[src/design/cet_pkg.sv]
// package: register map, field positions and encodings of the cascaded event timer
package cet_pkg;

  localparam int unsigned ADDR_W = 8;
  localparam int unsigned DATA_W = 32;
  localparam int unsigned CNT_W  = 8;
  localparam int unsigned PRE_W  = 12;
  localparam int unsigned CODE_W = 4;
  localparam int unsigned IRQ_W  = 2;

  // register byte addresses
  localparam logic [ADDR_W-1:0] ADDR_TIMER_MODE   = 8'h00;
  localparam logic [ADDR_W-1:0] ADDR_CLOCK_SELECT = 8'h04;
  localparam logic [ADDR_W-1:0] ADDR_OUTPUT_CTRL  = 8'h08;
  localparam logic [ADDR_W-1:0] ADDR_LOW_COMPARE  = 8'h0C;
  localparam logic [ADDR_W-1:0] ADDR_HIGH_COMPARE = 8'h10;
  localparam logic [ADDR_W-1:0] ADDR_COUNT        = 8'h14;
  localparam logic [ADDR_W-1:0] ADDR_IRQ_STATUS   = 8'h18;
  localparam logic [ADDR_W-1:0] ADDR_IRQ_MASK     = 8'h1C;
  localparam logic [ADDR_W-1:0] ADDR_OUT_STATUS   = 8'h20;

  // field positions
  localparam int unsigned TMR_COUNT_ENABLE_BIT = 0;
  localparam int unsigned TMR_CASCADE_BIT      = 2;
  localparam int unsigned OUT_SQ_ENABLE_BIT    = 4;
  localparam int unsigned CLK_CODE_LSB         = 0;
  localparam int unsigned IRQ_LOW_MATCH_BIT    = 0;
  localparam int unsigned IRQ_FULL_MATCH_BIT   = 1;
  localparam int unsigned OUT_LOW_FF_BIT       = 0;
  localparam int unsigned OUT_SQ_PIN_BIT       = 1;
  localparam int unsigned HIGH_BYTE_LSB        = 8;

  // count clock codes and divider shifts
  localparam logic [CODE_W-1:0] CODE_EVENT_FALL = 4'h0;
  localparam logic [CODE_W-1:0] CODE_EVENT_RISE = 4'h1;
  localparam logic [CODE_W-1:0] CODE_DIV_FIRST  = 4'h5;
  localparam logic [CODE_W-1:0] CODE_DIV_LAST   = 4'hE;
  localparam logic [CODE_W-1:0] CODE_DIV_4096   = 4'hF;
  localparam logic [CODE_W-1:0] CODE_SHIFT_OFS  = 4'h4;
  localparam logic [CODE_W-1:0] DIV_4096_SHIFT  = 4'hC;

  // reset values and counter limits
  localparam logic [IRQ_W-1:0] IRQ_MASK_RESET = 2'h3;
  localparam logic [CNT_W-1:0] CNT_ZERO       = 8'h00;
  localparam logic [CNT_W-1:0] CNT_MAX        = 8'hFF;
  localparam logic [CNT_W-1:0] CMP_RESET      = 8'hFF;

endpackage

[src/design/cet_timer.sv]
// cascaded 16-bit event timer with APB register slave
// Functional notes
// - cascade-select bit 2 of timer mode chains both counters into 16 bits.
// - count-enable bit 0 of timer mode starts and stops counting.
// - event mode counts each rising or falling edge chosen by clock select.
// - with cascade select set, low counter overflow increments the high counter by one.
// - with cascade select set, both counters matching clears them to zero and raises full-match interrupt.
// - low counter match still raises low-match interrupt and toggles low flip-flop.
// - square-wave enable bit 4 makes each full match invert the output pin.
// - clock code bits 0-3; 0101..1110 divide by 2..1024, 1111 by 4096.
// - free prescaler may delay the first match by up to one count clock.
// - compare value zero is accepted, giving a one-pulse count.
// - compare below count gives no match; counting wraps through overflow.
`timescale 1ns/1ps
`default_nettype none

module cet_timer
  import cet_pkg::*;
(
  input  wire logic                      pclk,
  input  wire logic                      presetn,
  input  wire logic                      psel,
  input  wire logic                      penable,
  input  wire logic                      pwrite,
  input  wire logic [cet_pkg::ADDR_W-1:0] paddr,
  input  wire logic [cet_pkg::DATA_W-1:0] pwdata,
  output logic      [cet_pkg::DATA_W-1:0] prdata,
  output logic                           pready,
  output logic                           pslverr,
  input  wire logic                      event_input_pin,
  output logic                           square_wave_pin,
  output logic                           low_channel_out,
  output logic                           irq
);

  import cet_pkg::*;

  ////////////////////////////////////////////////////////////////////////////
  // state

  typedef struct packed {
    logic              count_enable_bit;
    logic              cascade_select;
    logic [CODE_W-1:0] count_clock_code;
    logic              square_wave_enable;
    logic [CNT_W-1:0]  low_compare;
    logic [CNT_W-1:0]  high_compare;
    logic [CNT_W-1:0]  low_byte_counter;
    logic [CNT_W-1:0]  high_byte_counter;
    logic [PRE_W-1:0]  prescale;
    logic              low_ff;
    logic              sq_pin;
    logic [IRQ_W-1:0]  irq_status;
    logic [IRQ_W-1:0]  irq_mask;
    logic [DATA_W-1:0] rdata;
    logic              slverr;
  } cet_state_t;

  cet_state_t s;
  cet_state_t next_s;

  logic event_rise;
  logic event_fall;

  ////////////////////////////////////////////////////////////////////////////
  // event pin synchroniser

  cet_edge_sync u_event_sync (
    .pclk    (pclk),
    .presetn (presetn),
    .pin     (event_input_pin),
    .rise    (event_rise),
    .fall    (event_fall)
  );

  ////////////////////////////////////////////////////////////////////////////
  // next state

  logic [PRE_W-1:0]  div_mask;
  logic [CODE_W-1:0] div_shift;
  logic              tick;
  logic              low_hit;
  logic              high_hit;
  logic              wr;
  logic              rd_setup;
  logic [IRQ_W-1:0]  irq_set;
  logic [IRQ_W-1:0]  irq_clr;
  logic [DATA_W-1:0] rd_word;
  logic              rd_err;

  always_comb begin
    next_s   = s;
    irq_set  = '0;
    irq_clr  = '0;
    tick     = 1'b0;
    div_shift = '0;
    div_mask = '0;
    rd_word  = '0;
    rd_err   = 1'b0;
    wr       = psel & penable & pwrite;
    rd_setup = psel & ~penable;

    // free-running prescaler, never restarted by enable
    next_s.prescale = PRE_W'(s.prescale + 1'b1);

    // count clock selection
    if (s.count_clock_code == CODE_EVENT_RISE) begin
      tick = event_rise;
    end else if (s.count_clock_code == CODE_EVENT_FALL) begin
      tick = event_fall;
    end else if ((s.count_clock_code >= CODE_DIV_FIRST) && (s.count_clock_code <= CODE_DIV_LAST)) begin
      div_shift = CODE_W'(s.count_clock_code - CODE_SHIFT_OFS);
      div_mask  = PRE_W'(({{(PRE_W-1){1'b0}}, 1'b1} << div_shift) - 1'b1);
      tick      = ((s.prescale & div_mask) == div_mask);
    end else if (s.count_clock_code == CODE_DIV_4096) begin
      div_mask  = PRE_W'(({{(PRE_W-1){1'b0}}, 1'b1} << DIV_4096_SHIFT) - 1'b1);
      tick      = ((s.prescale & div_mask) == div_mask);
    end

    // compare logic; zero compare matches on every count clock
    low_hit  = (s.low_byte_counter == s.low_compare);
    high_hit = (s.high_byte_counter == s.high_compare);

    if (!s.count_enable_bit) begin
      next_s.low_byte_counter  = CNT_ZERO;
      next_s.high_byte_counter = CNT_ZERO;
    end else if (tick) begin
      if (low_hit) begin
        irq_set[IRQ_LOW_MATCH_BIT] = 1'b1;
        next_s.low_ff              = ~s.low_ff;
      end
      if (s.cascade_select) begin
        if (low_hit && high_hit) begin
          next_s.low_byte_counter     = CNT_ZERO;
          next_s.high_byte_counter    = CNT_ZERO;
          irq_set[IRQ_FULL_MATCH_BIT] = 1'b1;
          if (s.square_wave_enable) begin
            next_s.sq_pin = ~s.sq_pin;
          end
        end else begin
          // partial match or compare below count: keep counting and wrap
          next_s.low_byte_counter = CNT_W'(s.low_byte_counter + 1'b1);
          if (s.low_byte_counter == CNT_MAX) begin
            next_s.high_byte_counter = CNT_W'(s.high_byte_counter + 1'b1);
          end
        end
      end else begin
        next_s.high_byte_counter = CNT_ZERO;
        if (low_hit) begin
          next_s.low_byte_counter = CNT_ZERO;
        end else begin
          next_s.low_byte_counter = CNT_W'(s.low_byte_counter + 1'b1);
        end
      end
    end

    // register writes take effect at the access edge
    if (wr) begin
      unique case (paddr)
        ADDR_TIMER_MODE: begin
          next_s.count_enable_bit = pwdata[TMR_COUNT_ENABLE_BIT];
          next_s.cascade_select   = pwdata[TMR_CASCADE_BIT];
        end
        ADDR_CLOCK_SELECT: begin
          next_s.count_clock_code = pwdata[CLK_CODE_LSB +: CODE_W];
        end
        ADDR_OUTPUT_CTRL: begin
          next_s.square_wave_enable = pwdata[OUT_SQ_ENABLE_BIT];
        end
        ADDR_LOW_COMPARE: begin
          next_s.low_compare = pwdata[CNT_W-1:0];
        end
        ADDR_HIGH_COMPARE: begin
          next_s.high_compare = pwdata[CNT_W-1:0];
        end
        ADDR_IRQ_STATUS: begin
          irq_clr = pwdata[IRQ_W-1:0];
        end
        ADDR_IRQ_MASK: begin
          next_s.irq_mask = pwdata[IRQ_W-1:0];
        end
        default: begin
        end
      endcase
    end

    // sticky status, a new event beats a clear in the same cycle
    next_s.irq_status = (s.irq_status & ~irq_clr) | irq_set;

    // read data captured in the setup phase
    unique case (paddr)
      ADDR_TIMER_MODE: begin
        rd_word[TMR_COUNT_ENABLE_BIT] = s.count_enable_bit;
        rd_word[TMR_CASCADE_BIT]      = s.cascade_select;
      end
      ADDR_CLOCK_SELECT: begin
        rd_word[CLK_CODE_LSB +: CODE_W] = s.count_clock_code;
      end
      ADDR_OUTPUT_CTRL: begin
        rd_word[OUT_SQ_ENABLE_BIT] = s.square_wave_enable;
      end
      ADDR_LOW_COMPARE: begin
        rd_word[CNT_W-1:0] = s.low_compare;
      end
      ADDR_HIGH_COMPARE: begin
        rd_word[CNT_W-1:0] = s.high_compare;
      end
      ADDR_COUNT: begin
        rd_word[CNT_W-1:0]                = s.low_byte_counter;
        rd_word[HIGH_BYTE_LSB +: CNT_W]   = s.high_byte_counter;
      end
      ADDR_IRQ_STATUS: begin
        rd_word[IRQ_W-1:0] = s.irq_status;
      end
      ADDR_IRQ_MASK: begin
        rd_word[IRQ_W-1:0] = s.irq_mask;
      end
      ADDR_OUT_STATUS: begin
        rd_word[OUT_LOW_FF_BIT] = s.low_ff;
        rd_word[OUT_SQ_PIN_BIT] = s.sq_pin;
      end
      default: begin
        rd_err = 1'b1;
      end
    endcase

    if (rd_setup) begin
      next_s.rdata  = pwrite ? '0 : rd_word;
      next_s.slverr = rd_err;
    end
  end

  ////////////////////////////////////////////////////////////////////////////
  // registers

  always_ff @(posedge pclk or negedge presetn) begin
    if (!presetn) begin
      s              <= '0;
      s.low_compare  <= CMP_RESET;
      s.high_compare <= CMP_RESET;
      s.irq_mask     <= IRQ_MASK_RESET;
    end else begin
      s <= next_s;
    end
  end

  ////////////////////////////////////////////////////////////////////////////
  // outputs

  assign pready          = psel & penable;
  assign prdata          = s.rdata;
  assign pslverr         = s.slverr & psel & penable;
  assign square_wave_pin = s.sq_pin;
  assign low_channel_out = s.low_ff;
  assign irq             = |(s.irq_status & ~s.irq_mask);

endmodule

`default_nettype wire

[src/design/cet_edge_sync.sv]
// three-flop pin synchroniser with filtered rising and falling edge pulses
`timescale 1ns/1ps
`default_nettype none

module cet_edge_sync (
  input  wire logic pclk,
  input  wire logic presetn,
  input  wire logic pin,
  output logic      rise,
  output logic      fall
);

  typedef struct packed {
    logic s1;
    logic s2;
    logic s3;
    logic level;
    logic rise;
    logic fall;
  } cet_sync_state_t;

  cet_sync_state_t s;
  cet_sync_state_t next_s;

  always_comb begin
    next_s       = s;
    next_s.s1    = pin;
    next_s.s2    = s.s1;
    next_s.s3    = s.s2;
    next_s.rise  = 1'b0;
    next_s.fall  = 1'b0;
    // a change counts once the second and third stage agree
    if ((s.s2 == s.s3) && (s.s3 != s.level)) begin
      next_s.level = s.s3;
      next_s.rise  = s.s3;
      next_s.fall  = ~s.s3;
    end
  end

  always_ff @(posedge pclk or negedge presetn) begin
    if (!presetn) begin
      s <= '0;
    end else begin
      s <= next_s;
    end
  end

  assign rise = s.rise;
  assign fall = s.fall;

endmodule

`default_nettype wire

[config.mk]
export PLATFORM = sky130hd
export DESIGN_NAME = cet_timer
export DESIGN_NICKNAME = d
export VERILOG_FILES = /design/src/design/cet_pkg.sv /design/src/design/cet_timer.sv /design/src/design/cet_edge_sync.sv
export SDC_FILE = /design/constraint.sdc
export NUM_CORES = 1
export LEC_CHECK = 0
export BUFFER_PORTS_ARGS = -buffer_cell sky130_fd_sc_hd__buf_2
export CAP_MARGIN = 30
export CORE_AREA = 2 2 108 110
export CTS_BUF_LIST = sky130_fd_sc_hd__clkbuf_4 sky130_fd_sc_hd__clkbuf_8
export DETAILED_ROUTE_END_ITERATION = 8
export DIE_AREA = 0 0 110 112
export PLACE_DENSITY = 0.73
export SLEW_MARGIN = 20
export SYNTH_ARGS = -nofsm -noshare
export SYNTH_HDL_FRONTEND = slang
export SYNTH_SLANG_ARGS = --single-unit
[constraint.sdc]
create_clock -name pclk -period 3.34 [get_ports pclk]
set_input_delay 0.334 -clock pclk [delete_from_list [all_inputs] [get_ports pclk]]
set_output_delay 0.334 -clock pclk [all_outputs]
set_load 0.05 [all_outputs]
# == Word-level counts from Yosys, hierarchy flattened ==
# Cells that the tools add are included.
# classes
add_sub_neg,5
n_mul,0
div_mod_pow,0
order_cmp,2
n_eq_ne,19
shift,1
n_mux,27
n_bitwise,15
n_reduce_logical,16
# op_table
op,count
$mux W16,5
$eq A8 B5 Y1 const B,4
$mux W8,3
$add A8 B1 Y8 const B,2
$eq A8 B4 Y1 const B,2
$eq A8 B8 Y1,2
$reduce_and A2 Y1,7
$add A12 B1 Y12 const B,1
$and A12 B12 Y12,1
$eq A12 B12 Y1,1
$eq A12 B12 Y1 const B,1
$shl A1 B4 Y12 const A,1
$sub A12 B1 Y12 const B,1
$mux W2,5
$pmux W3 S3,1
$reduce_or A9 Y1,1
$eq A8 B3 Y1 const B,1
$eq A8 B6 Y1 const B,1
$eq A8 B8 Y1 const B,1
$logic_not A8 Y1,1
$mux W1,8
$pmux W1 S4,2
$pmux W1 S8,1
$pmux W1 S7,1
20 further kinds,31
# word_totals
ff_bits,96
latchBits,0
ram_bits,0
romBits,0
inputBits,46
output_inout_bits,37
elab_cells,106
memories,0

# == Logic depth before layout (Yosys ltp) ==
# Gate-level depths: netlist of run 1.
# logic_depth
ltp_word,11
depth_mapped,16

# == Cells and area by module ==
# A second synthesis of run 1 with hierarchy kept.
# unflattened
cells_unflattened,460
area_unflattened_um2,4636.9
# by_module_without_submodules
mod,n_inst,cells_each,area_per_inst_um2,seq_area_each_um2
cet_timer,1,451,4458.0,1874.3
cet_edge_sync,1,9,178.9,150.1

# == Least setup slack after synthesis of run 1 ==
# No wires, ideal clock.
# synth_path
path_type,reg2reg
start,register s[86] in the netlist's numbering
end,register s[36] in the netlist's numbering
setup_time_ns,0.121
arrival_time_ns,3.341
required_ns,3.219
setup_slack_ns,-0.122
stages_incl_launch_ff,16
cell_sequence,dfrtp_1 buf_2 inv_1 ha_1 buf_2 nand2_1 or3_1 ha_1 buf_2 nor4b_1 a21oi_1 o32a_2 and4_2 a21bo_2 buf_6 a22o_1
# synth_rtl
item,line,source
from (decl),cet_timer.sv:59,cet_state_t s;
from (signal assigned),cet_timer.sv:243,s <= next_s;

# == Final worst setup path of run 1 ==
# layout_path
start,register s[86] in the netlist's numbering
end,register s[63] in the netlist's numbering
# layout_between
elab_chain_len,9
word_cells_on_any_way,16
cone_classes,add/sub: 2; order compare: 2; eq/ne: 4; shift: 1; mux: 4; bitwise: 1; reduce/logical: 2
# layout_lines
item,line,source
$sub A4 B3 Y4,cet_timer.sv:112,div_shift = CODE_W'(s.count_clock_code - CODE_SHIFT_OFS);
$shl A1 B4 Y12,cet_timer.sv:113,"div_mask = PRE_W'(({{(PRE_W-1){1'b0}}, 1'b1} << div_shift) - 1'b1);"
$sub A12 B1 Y12,cet_timer.sv:113,
$and A12 B12 Y12,cet_timer.sv:114,tick = ((s.prescale & div_mask) == div_mask);
$eq A12 B12 Y1,cet_timer.sv:114,
$mux W1,cet_timer.sv:111,end else if ((s.count_clock_code >= CODE_DIV_FIRST) && (s.count_clock_code <= CODE_DIV_LAST)) begin
$mux W1,cet_timer.sv:109,end else if (s.count_clock_code == CODE_EVENT_FALL) begin
$mux W1 (*),cet_timer.sv:107,if (s.count_clock_code == CODE_EVENT_RISE) begin
$ne A2 B1 Y1 (no source line) (*),n/a,
# Every way passes the cells marked *; elsewhere a longest branch is shown, timed or not.
# A chain may end at the register's enable or synchronous reset.

==> summary.md, run 1 <==
| Metric | Value |
|---|---|
| Clock Path Buffers | `2` |
| Clock Skew | `between 0.009 and 0.01 ns` |
| Nets | `about 550` |
| Post-layout util | `0.458` |
| Antenna-violating nets left | `0` |
| Clk_lat worst skew | `0.36 ns` |
| EDFF count, synth | `0` |
| Min Hold Slack | `-0.0173 ns` |
| Row count | `39` |
| Layout cells sized above 1 | `0.252` |
| Hold WC Path Type | `input port to async pin` |
| Pleak | `about 2.4 nW` |
| Distinct cells, synth | `64` |
| Sw frac | `0.260` |
| Via density | `5.50` |
| # clock sinks | `80` |
| Synth area leader | `dfrtp_1` |
| Commonest non-fill, non-tap cell in the layout | `dfrtp_1` |
| Cts bufs inserted | `9` |
| Drt pass-1 iters | `4` |
| Logic pwr share | `0.087` |
| Core footprint | `11200 um^2` |
| Total Wirelength | `10400 um` |
| Number of top-level pins | `a little over 80` |
| Register Area | `2020 um^2` |
| Pwr dens | `385 nW/um^2` |
| Seq pwr share | `0.504` |
| Post-Synth XOR/XNOR Area | `0.0523` |
| CP Class | `flop to flop` |
| Drt initial violations | `395` |
| Post-synthesis register bit count | `80` |
| Least-Margin Pin Slew | `0.751 ns` |
| Cell count after synthesis | `470` |
| Critical Path Start Type | `flop` |
| Initial antenna violation count | `0` |
| Cell total after placement | `around 630` |
| H-tree levels | `3` |
| Post-DP HPWL | `~7400 um` |
| CTS tree | `built` |
| Synth Area in Adders | `0.0208` |
| Mapped Area | `about 4700 um^2` |
| Slew margin rel. | `0.496` |
| Synth Area in Simple Gates | `0.182` |
| Worst EP required | `3.62 ns` |
| Gr usage total | `0.176` |
| Pwr Total | `approximately 2 mW` |
| Final min period | `3.20 ns` |
| Cell area after layout | `between 5000 and 6000 um^2` |
| Most frequent cells in the layout | `dfrtp_1, buf_2, nand2_1, o21ai_0, nor2_1` |
| Max_cap viols | `0` |
| DR WL/cell | `around 16 um` |
| Post-synth top area share | `0.331` |
| Vias in the first global route | `~3400` |
| Multi-input gate area | `2360 um^2` |
| Sequential area share after synthesis | `0.432` |
| Fill cells | `around 1000` |
| Largest family of logic cells by synthesized area | `simple AND/OR/NAND/NOR gates` |
| # setup viols final | `0` |
| Ys flop type | `dfrtp_1` |
| Synth async-reset ratio | `1.00` |
| GRT Residual Overflow | `0` |
| Crit path DAT | `3.48 ns` |
| Worst vdd ir | `about 0.19 mV` |
| Crit Path Max Fanout | `10` |
| Syn avg cell area | `9.98 um^2` |
| Status | `complete, but fails checks` |
| Placed Area | `4850 um^2` |
| Starting Density | `0.420` |
| CTS clk-pin slew, worst paths | `about 0.080 ns` |
| Synth Area in Compound Gates | `0.144` |
| Fin cells | `643` |
| GP Congestion | `between 0.8 and 0.9` |
| Critical Path Sink Type | `flop` |
| Root Buffer | `clkbuf_8` |
| First-pass GRT wire length | `17000 um` |
| Area Growth Syn to Fin | `8.99%` |
| Number of remaining DRC errors | `0` |
| Die area | `roughly 12000 um^2` |
| Die Ht | `112 um` |
| Largest net degree at the start of global routing | `between 80 and 90` |
| Via count | `about 3500` |
| Antenna cells | `0` |
| Post-route clock period utilization | `0.957` |
| Die X | `around 110 um` |
| Final hold vios | `8` |
| Port bufs | `42` |
| Max frequency | `0.313 GHz` |
| Net load switching power | `between 500 and 600 uW` |
| Post-synthesis mux area share | `0.0840` |
| Largest cells by area after synthesis | `dfrtp_1, dfstp_2, mux2_2` |
| Clk pwr share | `0.409` |
| Fin. max-slew vios | `0` |
| Failing checks | `negative hold slack` |
| RSZ-0062 raised after global routing | `yes` |
| Pint | `1.46 mW` |
| Yosys warnings | `0` |
what timing repair did:
| item | 4_1_cts | 5_1_grt |
|---|---|---|
| setup endpoints to repair | 6 | 7 |
| hold buffers | 0 | 0 |
| pin swaps | 0 | 1 |
| resized for setup | 2 | 4 |
| buffers inserted | 0 | 2 |
worst paths after layout:
check / start / end / slack [ns] / depth (start not counted)
worst max-delay path: s[86]$_DFFE_PN0P_ / s[63]$_DFFE_PN0P_ / 0.14 / 12
min in group pclk: event_input_pin / u_event_sync.next_s[4]$_DFF_PN0_ / 0.08 / 1
worst max register to register: s[86]$_DFFE_PN0P_ / s[63]$_DFFE_PN0P_ / 0.14 / 12
worst min-delay path: presetn / s[41]$_DFF_PN0_ / -0.02 / 1
worst min register to register: u_event_sync.next_s[4]$_DFF_PN0_ / u_event_sync.next_s[3]$_DFF_PN0_ / 0.36 / 0
max in group asynchronous: presetn / s[54]$_DFFE_PN0P_ / 2.84 / 1
worst max-delay path, stage by stage, from the launching register on:
cell      delay (ns)
dfrtp_1         0.36
inv_1           0.11
ha_4            0.32
nand2_1         0.08
or3_1           0.32
ha_1            0.23
buf_4           0.17
mux2_2          0.27
a32oi_1         0.19
and4_4          0.31
a21boi_4        0.09
or4_1           0.51
a21boi_1        0.16
per-stage QoR:
stage | setup TNS [ns] | setup slack (ns)
3_5_place_dp | 0 | 0.0145
3_3_place_gp | 0 | 0.107
6_report | 0 | 0.144
2_1_floorplan | 0 | 0.0123
4_1_cts | 0 | 0.0607
5_1_grt | -0.0000899 | -0.0000899
synth_stat cells, types with 5 or more instances:
| master | count |
|---|---|
| a21boi_0 | 5 |
| a21oi_1 | 9 |
| a22o_1 | 16 |
| and3_1 | 7 |
| buf_2 | 5 |
| buf_4 | 34 |
| clkbuf_1 | 8 |
| dfrtp_1 | 62 |
| dfstp_2 | 18 |
| ha_1 | 7 |
| inv_1 | 8 |
| mux2_2 | 27 |
| mux2i_1 | 9 |
| nand2_1 | 37 |
| nand2b_1 | 8 |
| nand3_1 | 17 |
| nand3b_1 | 5 |
| nand4_1 | 5 |
| nand4b_1 | 6 |
| nor2_1 | 31 |
| nor2b_1 | 5 |
| nor3_1 | 8 |
| nor4_1 | 9 |
| o21ai_0 | 35 |
| xnor2_1 | 6 |
| xor2_1 | 22 |
final cells by class:
| cell class | instances | area share |
|---|---|---|
| clock buffers | 10 | 0.0257 |
| clock inverters | 6 | 0.0181 |
| inverters | 8 | 0.00587 |
| multi-input cells | 344 | 0.462 |
| flip-flops and latches | 80 | 0.396 |
| well taps | 143 | 0.0350 |
| repair buffers | 52 | 0.0570 |
logic make-up (layout without fill, tap and decap cells):
group           after synthesis  after routing
compound gates               97             97
buf+inv                      61             76
mux                          36             36
simple gates                159            159
other cells                   1             16
xor+xnor                     28             28
fa+ha+maj                     8              8
flops                        80             80
power by group through the flow:
| stage | registers, mW | logic (mW) | clock network (mW) |
|---|---|---|---|
| final | 0.992 | 0.171 | 0.806 |
| after global routing | 0.994 | 0.188 | 0.870 |
| after CTS | 0.992 | 0.169 | 0.830 |
| after detailed placement | 1.01 | 0.169 | 0 |
| after global placement | 1.01 | 0.166 | 0 |
| after floorplan | 1.01 | 0.128 | 0 |
metal layers:
layer	vias up	part of all wire	track usage	wire length (um)
met2	97	0.48	0.275	4980
met5	-	0	0	0
met1	1736	0.46	0.244	4820
met3	8	0.042	0.0427	435
li1	1696	-	-	-
met4	0	0.013	0.0473	132
flip-flops by register name (all words and copies together), names as in the netlist:
name,flops
low_channel_out,1
square_wave_pin,1
prdata,16
u_event_sync.s,2
u_event_sync.fall,1
u_event_sync.rise,1
s,56
u_event_sync.next_s,2
No activity file was read; power rests on OpenSTA's default activity.
==> run 2, diff against run 1 <==
==> constraint.sdc (replaced) <==
create_clock -name pclk -period 3.34 [get_ports pclk]
set_input_delay 0.668 -clock pclk [delete_from_list [all_inputs] [get_ports pclk]]
set_output_delay 0.668 -clock pclk [all_outputs]
set_load 0.05 [all_outputs]
==> run 2 against run 1 <==
Effect of this change: the flow now finishes without violations; maximum frequency rose by 0.85%; sequential share of layout area up 0.24 points; count of clock-buffer cells in the layout up 1; non-clock buffer count is 1 lower; sequential cell count unchanged; first-iteration DRC count decreased by 31%; sequential power about the same; hold slack improved by 0.34 ns; largest cell class unchanged.
==> summary.md, run 2 (synthesized netlist as in run 1, its figures left out) <==
| Metric | Value |
|---|---|
| Final min period | `3.17 ns (-0.0269 ns)` |
| Pwr dens | `372 nW/um^2 (-3.3%)` |
| Met2 usage | `0.283 (+0.00736)` |
| Drt pass-1 iters | `4 (unchanged)` |
| Critical path buffers and inverters | `2 (unchanged)` |
| Least-Margin Pin Slew | `0.775 ns (+0.0243 ns)` |
| Hold buffers post-CTS | `0 (unchanged)` |
| Fin. max-slew vios | `0 (unchanged)` |
| Crit Path Max Fanout | `10 (unchanged)` |
| Die Ht | `112 um (unchanged)` |
| GRT Residual Overflow | `0 (unchanged)` |
| Top delay family on crit path | `simple AND/OR/NAND/NOR gates` |
| Worst EP required | `3.63 ns (about the same)` |
| Clock Skew | `0.0109 ns (+0.00131 ns)` |
| CTS clk-pin slew, worst paths | `0.08 ns (about the same)` |
| Max frequency | `0.316 GHz (+0.85%)` |
| Number of remaining DRC errors | `0 (unchanged)` |
| Drt initial violations | `274 (-31%)` |
| Number of top-level pins | `83 (unchanged)` |
| Crit path max-delay cell type | `or4_1` |
| Clock Path Buffers | `2 (unchanged)` |
| Cell total after placement | `626 (+0.16%)` |
| Cell chain of the critical path | `inv_1 > ha_4 > nand2_1 > or3_1 > ha_2 > buf_4 > mux2_2 > a32oi_1 > and4_4 > a21boi_4 > or4_1 > a21boi_1` |
| GR met3 Demand/Resource | `0.0345 (-0.00820)` |
| Vias in the first global route | `3421 (+1.6%)` |
| Layout cells sized above 1 | `0.253 (+0.000505)` |
| Row count | `39 (unchanged)` |
| Most frequent cells in the layout | `dfrtp_1, buf_2, nand2_1, o21ai_0, nor2_1` |
| Slew margin rel. | `0.479 (-0.0164)` |
| # clock sinks | `80 (unchanged)` |
| Root Buffer | `clkbuf_8` |
| Initial antenna violation count | `0 (unchanged)` |
| Via count | `3570 (+0.93%)` |
| Die X | `110 um (unchanged)` |
| Die area | `12300 um^2 (unchanged)` |
| DR WL/cell | `16.0 um (-0.49%)` |
| Biggest register | `s` |
| H-tree levels | `3 (unchanged)` |
| Commonest non-fill, non-tap cell in the layout | `dfrtp_1` |
| CP Class | `flop to flop` |
| Crit path DAT | `3.46 ns (-0.02 ns)` |
| GRT busiest layer | `met2` |
| First-pass GRT wire length | `16900 um (-0.37%)` |
| Max FFs per register | `56 (unchanged)` |
| CTS tree | `built` |
| Cts bufs inserted | `9 (unchanged)` |
| Fill cells | `1009 (-1.8%)` |
| Critical Path Sink Type | `flop` |
| Post-DP HPWL | `7410 um (+0.82%)` |
| Pleak | `2.37 nW (-0.37%)` |
| Delay of the slowest critical-path stage | `0.51 ns (about the same)` |
| Via density | `5.56 (+1.1%)` |
| Final TNS setup | `0 ns (unchanged)` |
| Register Area | `2020 um^2 (unchanged)` |
| Status | `finished, final reports clean` |
| Final hold vios | `0 (-8)` |
| Fin cells | `642 (-0.16%)` |
| Port bufs | `42 (unchanged)` |
| Starting Density | `0.420 (unchanged)` |
| # setup viols final | `0 (unchanged)` |
| Antenna-violating nets left | `0 (unchanged)` |
| Post-route clock period utilization | `0.949 (-0.00805)` |
| Core footprint | `11200 um^2 (unchanged)` |
| Clk_lat worst skew | `0.36 ns (about the same)` |
| Hold WC Path Type | `input port to async pin` |
| GP Congestion | `0.818 (+0.12%)` |
| Multi-input gate area | `2360 um^2 (about the same)` |
| Area Growth Syn to Fin | `8.32%` |
| GRT met1 Usage | `0.235 (-0.00970)` |
| Max_cap viols | `0 (unchanged)` |
| Largest net degree at the start of global routing | `81 (unchanged)` |
| Gr usage total | `0.175 (-0.00182)` |
| Nets | `547 (-0.18%)` |
| Total Wirelength | `10300 um (-0.65%)` |
| Worst vdd ir | `0.273 mV (+48%)` |
| Antenna cells | `0 (unchanged)` |
| Critical Path Start Type | `flop` |
| RSZ-0062 raised after global routing | `no` |
-- run 2: cell count changes in the layout (fill, tap and decap cells not counted), sizes merged --
| cell | delta |
|---|---|
| bufinv | -1 |
| clkbuf | +1 |
| buf | -1 |
| inv | -1 |
| clkinv | +2 |
| clkinvlp | -1 |
-- run 2: timing repair --
| item | CTS | global route |
|---|---|---|
| gates resized for setup | 1 | 6 |
| cloned | 0 | 0 |
| endpoints found under the setup margin | 7 | 20 |
| endpoints found under the hold margin | 0 | 0 |
| buffers inserted | 0 | 0 |
| pin swaps | 0 | 2 |
-- run 2: final timing paths --
kind,start,endpoint,slack [ns],cells past startpoint
max,s[87]$_DFFE_PN0P_,s[63]$_DFFE_PN0P_,0.17,12
min,presetn,s[42]$_DFF_PN0_,0.33,1
max reg2reg,s[87]$_DFFE_PN0P_,s[63]$_DFFE_PN0P_,0.17,12
min reg2reg,u_event_sync.next_s[4]$_DFF_PN0_,u_event_sync.next_s[3]$_DFF_PN0_,0.36,0
max in group asynchronous,presetn,s[66]$_DFFE_PN0P_,2.50,1
min in group pclk,u_event_sync.next_s[4]$_DFF_PN0_,u_event_sync.next_s[3]$_DFF_PN0_,0.36,0
-- run 2: metal layers --
layer	vias up	part of all wire
met5	-	0
met4	0	0.010
met3	9	0.043
met2	87	0.48
met1	1778	0.47
li1	1696	-
-- run 2: area by class of cell --
type	instances	share of cell area
Clock buffer	11	0.0286
Tap cell	143	0.0352
Multi-Input combinational cell	344	0.465
Timing Repair Buffer	51	0.0559
Sequential cell	80	0.398
Inverter	8	0.00591
Clock inverter	5	0.0111
-- run 2: power breakdown --
group	switching [mW]	leakage [nW]	total, mW	internal [mW]
registers	0.00961	1.02	0.992	0.983
logic	0.129	1.24	0.170	0.0413
clock network	0.357	0.103	0.730	0.373
total	0.496	2.37	1.89	1.40
-- run 2: through the flow --
stage               utilization  hold WS [ns]  total power [mW]  setup WS [ns]  cell area (um^2)
global route              0.455         0.374              1.97         0.0106              5080
global placement          0.434         0.335              1.18         0.0887              4850
CTS                       0.453         0.358              1.91         0.0195              5060
detailed placement        0.434         0.340              1.18         0.0135              4850
floorplan                     -         0.331              1.14         0.0123              4760
finish                    0.455         0.327              1.89          0.171              5080
